## src/common/frac_mul_map.vh

```
// Constants for the fractional multiply unit: opcodes, flag position,
// saturation patterns and exception cause codes.
// Included by the design files; holds definitions only.
`ifndef FRAC_MUL_MAP_VH
`define FRAC_MUL_MAP_VH
`define OP_NONE          2'h0
`define OP_ROUNDED_WORD  2'h1
`define OP_PACKED_HALF   2'h2
`define OP_TRUNC_WORD    2'h3
`define OVF_FLAG_BIT     21
`define CTRL_RESET       32'h0000_0000
`define WORD_MIN         32'h8000_0000
`define WORD_MAX         32'h7FFF_FFFF
`define HALF_MIN         16'h8000
`define HALF_MAX         16'h7FFF
`define ROUND_ADD        64'h0000_0000_8000_0000
`define EXC_NONE         2'h0
`define EXC_RESERVED     2'h1
`define EXC_DISABLED     2'h2
`endif

```

## src/rtl/q15_lane_mul.v

```verilog
// One Q15 fractional multiply lane with saturation on -1 times -1.
// Purely combinational; the parent registers the result.
`timescale 1ns/1ns
`default_nettype none
`include "frac_mul_map.vh"
module q15_lane_mul (
  input  wire [15:0] laneA,    // First Q15 operand.
  input  wire [15:0] laneB,    // Second Q15 operand.
  output wire [15:0] laneOut,  // Q15 result.
  output wire        laneSat   // Lane saturated.
);
  wire signed [31:0] product;
  wire        [31:0] shifted;
  assign product = $signed(laneA) * $signed(laneB);
  assign shifted = {product[30:0], 1'b0};
  assign laneSat = (laneA == `HALF_MIN) && (laneB == `HALF_MIN);
  assign laneOut = laneSat ? `HALF_MAX : shifted[31:16];
endmodule // q15_lane_mul
`default_nettype wire

```

## src/rtl/frac_q31_q15_mul.v

```verilog
// Fractional multiply unit for the rounded word, packed halfword and
// truncated word instructions, with sticky overflow flag bit 21.
// Assumes the pipeline holds issue valid for one cycle per instruction.
`timescale 1ns/1ns
`default_nettype none
`include "frac_mul_map.vh"
// Notes on behaviour
// - Rounded word: signed product shifted left one gives 64-bit value.
// - Rounded word: add one at bit 31, keep the upper 32 bits.
// - Rounded word: both sources 0x80000000 give 0x7FFFFFFF, no rounding.
// - Any saturation, either lane included, sets overflow flag bit 21.
// - Accumulator zero may be clobbered; accumulators one to three kept.
// - Packed half: each lane product shifted left one, low 16 dropped.
// - Packed half: lane with both inputs 0x8000 yields 0x7FFF.
// - Packed half: upper-lane result goes to upper destination half.
// - Truncated word: product shifted left one, upper word, no round.
// - Truncated word: both sources 0x80000000 give 0x7FFFFFFF.
// - No exception from operand values; saturation only sets the flag.
// - Only reserved-instruction and module-disabled exceptions arise.
module frac_q31_q15_mul (
  input  wire        clk,          // Core clock.
  input  wire        rst_n,        // Synchronous reset, active low.
  input  wire        issueValid,   // Instruction issued this cycle.
  input  wire [1:0]  opSel,        // Which multiply.
  input  wire [31:0] srcA,         // First source register value.
  input  wire [31:0] srcB,         // Second source register value.
  input  wire        extPresent,   // Extension is implemented.
  input  wire        extEnabled,   // Extension is turned on.
  input  wire        ctrlWrite,    // Pipeline writes the control register.
  input  wire [31:0] ctrlWrData,   // Value for that write.
  output reg         resultValid,  // Destination value valid, one cycle.
  output reg  [31:0] resultData,   // Destination register value.
  output reg         excValid,     // Exception raised, one cycle.
  output reg  [1:0]  excCause,     // Exception cause code.
  output reg         acc0Clobber,  // Accumulator zero now unpredictable.
  output reg  [31:0] ctrlValue     // Module control register contents.
);
  function [31:0] wordMul;
    input [31:0] a;
    input [31:0] b;
    input        doRound;
    reg   [63:0] prod;
    begin
      prod = $signed(a) * $signed(b);
      prod = {prod[62:0], 1'b0};
      if (doRound) begin
        prod = prod + `ROUND_ADD;
      end
      wordMul = prod[63:32];
    end
  endfunction

  wire        wordSat;
  wire [15:0] hiLane;
  wire [15:0] loLane;
  wire        hiSat;
  wire        loSat;
  reg  [31:0] resNext;
  reg         satNext;
  reg  [31:0] ctrl_reg;
  reg  [31:0] ctrl_next;
  wire        known;
  wire        execOk;
  wire        taken;
  wire [31:0] roundWord;
  wire [31:0] truncWord;
  wire [31:0] packedWord;
  wire        packedSat;
  reg         validNext;
  reg  [31:0] dataNext;
  reg         excNext;
  reg  [1:0]  causeNext;
  reg         clobNext;

  // Absence outranks disablement, so a core without the extension never
  // reports it as merely switched off.
  function [1:0] causeOf;
    input present;
    input enabled;
    begin
      if (!present) begin
        causeOf = `EXC_RESERVED;
      end else if (!enabled) begin
        causeOf = `EXC_DISABLED;
      end else begin
        causeOf = `EXC_NONE;
      end
    end
  endfunction

  assign wordSat = (srcA == `WORD_MIN) && (srcB == `WORD_MIN);

  // Both word forms are built side by side; the opcode picks one. This
  // costs a second multiplier but keeps the select out of the carry path.
  assign roundWord = wordMul(srcA, srcB, 1'b1);
  assign truncWord = wordMul(srcA, srcB, 1'b0);

  q15_lane_mul upperLane (
    .laneA   (srcA[31:16]),
    .laneB   (srcB[31:16]),
    .laneOut (hiLane),
    .laneSat (hiSat)
  );
  q15_lane_mul lowerLane (
    .laneA   (srcA[15:0]),
    .laneB   (srcB[15:0]),
    .laneOut (loLane),
    .laneSat (loSat)
  );

  assign packedWord = {hiLane, loLane};
  assign packedSat  = hiSat | loSat;

  always @* begin
    resNext = 32'h0000_0000;
    satNext = 1'b0;
    case (opSel)
      `OP_ROUNDED_WORD: begin
        satNext = wordSat;
        resNext = wordSat ? `WORD_MAX : roundWord;
      end
      `OP_PACKED_HALF: begin
        satNext = packedSat;
        resNext = packedWord;
      end
      `OP_TRUNC_WORD: begin
        satNext = wordSat;
        resNext = wordSat ? `WORD_MAX : truncWord;
      end
      default: begin
        resNext = 32'h0000_0000;
        satNext = 1'b0;
      end
    endcase
  end

  assign known  = (opSel != `OP_NONE);
  assign taken  = issueValid && known;
  // Operand values never trap; only presence and enable decide.
  assign execOk = taken && extPresent && extEnabled;

  // An explicit pipeline write loses to a same-cycle saturation on bit 21,
  // so a saturation event is never dropped.
  always @* begin
    ctrl_next = ctrl_reg;
    if (ctrlWrite) begin
      ctrl_next = ctrlWrData;
    end
    if (execOk && satNext) begin
      ctrl_next[`OVF_FLAG_BIT] = 1'b1;
    end
  end

  // The result word holds between instructions; pulses last one cycle.
  always @* begin
    validNext = execOk;
    clobNext  = execOk;
    dataNext  = resultData;
    excNext   = 1'b0;
    causeNext = `EXC_NONE;
    if (execOk) begin
      dataNext = resNext;
    end
    if (taken && !(extPresent && extEnabled)) begin
      excNext   = 1'b1;
      causeNext = causeOf(extPresent, extEnabled);
    end
  end

  // Accumulators one to three are not touched by this unit; only the
  // clobber pulse for accumulator zero leaves it.
  always @(posedge clk) begin
    if (!rst_n) begin
      ctrl_reg    <= `CTRL_RESET;
      resultValid <= 1'b0;
      resultData  <= 32'h0000_0000;
      excValid    <= 1'b0;
      excCause    <= `EXC_NONE;
      acc0Clobber <= 1'b0;
    end else begin
      ctrl_reg    <= ctrl_next;
      resultValid <= validNext;
      resultData  <= dataNext;
      excValid    <= excNext;
      excCause    <= causeNext;
      acc0Clobber <= clobNext;
    end
  end

  always @* begin
    ctrlValue = ctrl_reg;
  end
endmodule // frac_q31_q15_mul
`default_nettype wire

```

## config.mk

```make
export PLATFORM = sky130hd
export DESIGN_NAME = frac_q31_q15_mul
export DESIGN_NICKNAME = d
export VERILOG_FILES = /design/src/rtl/q15_lane_mul.v /design/src/rtl/frac_q31_q15_mul.v
export VERILOG_INCLUDE_DIRS = /design/src /design/src/common
export SDC_FILE = /design/constraint.sdc
export NUM_CORES = 2
export LEC_CHECK = 0
export BUFFER_PORTS_ARGS = -buffer_cell sky130_fd_sc_hd__buf_2
export CORE_MARGIN = 5
export CORE_UTILIZATION = 60
export CTS_CLUSTER_SIZE = 8
export DETAILED_ROUTE_END_ITERATION = 6
export PLACE_DENSITY_LB_ADDON = 0.25
export SLEW_MARGIN = 20
export SYNTH_ARGS = -nofsm -noshare
export SYNTH_HDL_FRONTEND = slang
export SYNTH_SLANG_ARGS = --single-unit
```

## constraint.sdc

```tcl
create_clock -name clk -period 23.8 [get_ports clk]
set_input_delay 3.57 -clock clk [delete_from_list [all_inputs] [get_ports clk]]
set_output_delay 3.57 -clock clk [all_outputs]
set_load 0.05 [all_outputs]
```

==> results_dict.tcl <==
set metrics [dict create \
    outcome "completed" \
    initial_core_util 0.6063 \
    syn2layout_area_growth_pct 3.647 \
    synth_area_per_cell_um2 9.259 \
    numCtsBuffers 9 \
    dpl_cell_area_um2 53450 \
    fin_crit_ps 13510 \
    ys_warn_count 0 \
    num_io_pins 173 \
    drc 0 \
    gr-usage-met3 0.04412 \
    final_area_um2 53760 \
    synth_fp_nets 7455 \
    postCtsSetupBuffers 0 \
    wl_um 143600 \
    finalNetCount 7422 \
    synth_cell_types 77 \
    htree_levels 3 \
    die_h_um 304.0 \
    finalCritPeriodShare 0.5676 \
    drt_iter0_markers 2490 \
    first_pass_iters 6 \
    layout-drive-gt1-share 0.04288 \
    root_buffer "clkbuf_16" \
    synth_cells 5602 \
    insertion_delay_ps 330 \
    die_x_um 304.0 \
    synth_compound_area_frac 0.04993 \
    grt_max_degree 56 \
    via_per_inst 5.669 \
    vias 38098 \
    arrival_ps 13710 \
    grt_use_total 0.3216 \
    cp-start-kind "primary input" \
    yosys.area_share.simple 0.1410 \
    worstSetupEndpointType "flop" \
    rows 107 \
    overflow 0 \
    synth_edf_count 0 \
    async_flop_share 0 \
    finalSetupTns_ps 0 \
    synth_top_family_by_area "adder cells" \
    crit_type "primary input to flop" \
    gp_congestion 0.9873 \
    clock_path_buffers 2 \
    hold_path.class "flop to flop" \
    yosys.area_share.adder 0.6269 \
    met2_usage 0.5695 \
    synth-xor-area-share 0.01874 \
    required_ps 24000 \
    post-dp-hpwl_um 114500 \
    path_max_fanout 34 \
    seq_area_frac_synth 0.02625 \
    die-area_um2 92430 \
    syn_area_um2 51870 \
    finalSetupViolations 0 \
    max-cap-violations 0 \
    avgRoutedWirePerCell_um 21.37 \
    numPortBuffers 172 \
    synth_seq_cells 68 \
    synth_ff_type "dfxtp_1" \
    fill_cells 7180 \
    antenna_found_initial 1 \
    slew_violations 0 \
    cts_tree "done" \
    grt_use_met1 0.3887 \
    grt_pass1_vias 43339 \
    core_area_um2 85550 \
    cts_hold_buf 0 \
    busiest_layer "met2" \
    cts_sinks 68 \
    skew_ps 0 \
    grt_pass1_wl_um 234000 \
    synthMuxAreaShare 0.007744 \
    clkTransAtPathRegs_ps 60 \
    hold_violations 0 \
    timing.fmax_mhz 74.02 \
    slew-limit-headroom 0.1864 \
    tightest_slew_ps 1213 \
    ant_nets 0 \
    rsz0062_at_grt "no" \
    cts_resized 0 \
]
## metrics by stage
step                      instances  worst slack [ps]  hold WS, ps    util
after floorplan                5602             11630        689.4       -
after global placement         6702             10280        468.0  0.6248
after detailed placement       6702             10090        475.7  0.6248
after CTS                      6718             10390        485.6  0.6283
after global routing           6719              9863        512.3  0.6284
final                          6720             10290        478.9  0.6284
## cells in the final DEF, fill, tap and decap left out, types with 29 or more instances in the layout
cell type	Yosys	routed
o21ai_0	112	112
buf_2	1	172
nand2_1	580	580
nand2b_1	30	30
nand3_1	35	35
ha_1	333	333
xor2_1	29	29
mux2i_1	39	39
nor3_1	36	36
a21oi_1	82	82
inv_1	1544	1544
xnor2_1	82	82
nor2_1	118	118
fa_1	1416	1416
and2_1	507	507
dfxtp_1	68	68
## per-layer routing
layer	up-vias	part of all wire
li1	16285	-
met1	19609	0.36
met2	1673	0.50
met3	531	0.072
met4	0	0.066
met5	-	0
## critical path, cell delays in order
cell and delay, ps:
buf_2 740, nand2_1 290, fa_1 600, fa_1 440, fa_1 490, fa_1 550, inv_1 50, fa_1 490
inv_1 60, fa_1 550, inv_1 50, fa_1 390, fa_1 480, ha_1 450, nand3_1 120, a211oi_1 900
nand3_1 220, o211ai_2 220, a21oi_1 90, or4_4 570, or4b_1 540, or4_1 630, or3_1 450, or4b_1 510
o211ai_1 110, a31oi_1 110
## path summary, 6_finish.rpt
path | startpoint | end | slack [ps] | depth (start not counted)
setup / recovery | srcA[14] | resultData[30]$_SDFFE_PN0P_ | 10290 | 26
hold reg to reg | resultData[15]$_SDFFE_PN0P_ | resultData[15]$_SDFFE_PN0P_ | 480 | 2
setup reg to reg | resultData[25]$_SDFFE_PN0P_ | resultData[25]$_SDFFE_PN0P_ | 22690 | 4
hold / removal | resultData[15]$_SDFFE_PN0P_ | resultData[15]$_SDFFE_PN0P_ | 480 | 2
## sequential cells by signal, indices dropped and copies added (netlist names)
| register | count |
|---|---|
| acc0Clobber | 1 |
| excValid | 1 |
| ctrlValue | 32 |
| resultData | 32 |
| excCause | 2 |
## synthesized netlist by cell type, types with 30 or more instances
cell,instances,area share
o21ai_0,112,0.011
nand2_1,580,0.042
ha_1,333,0.080
nor2_1,118,0.0085
fa_1,1416,0.55
xnor2_1,82,0.014
a21oi_1,82,0.0079
mux2i_1,39,0.0075
nand3_1,35,0.0034
inv_1,1544,0.11
clkbuf_1,237,0.017
and2_1,507,0.061
dfxtp_1,68,0.026
nor3_1,36,0.0035
nand2b_1,30,0.0036
## cell families after synthesis
group / count (synthesis)
fa+ha+maj: 1749
flops: 68
xor+xnor: 111
buf+inv: 1788
compound gates: 398
mux: 40
simple gates: 1448
## cell type report
type | instances | area (um2) | area share
antenna | 2 | 5.005 | 0.00009310
tap | 1144 | 1431 | 0.02663
timing repair buffer | 200 | 1071 | 0.01992
clock inverter | 3 | 45.04 | 0.0008379
clock buffer | 13 | 260.3 | 0.004841
sequential | 68 | 1361 | 0.02532
inverter | 1544 | 5796 | 0.1078
multi-input combinational | 3746 | 43790 | 0.8146
Power is left out: the tool's default activity adds up to more than one toggle a clock period on the data nets, which glitch-free logic cannot reach.
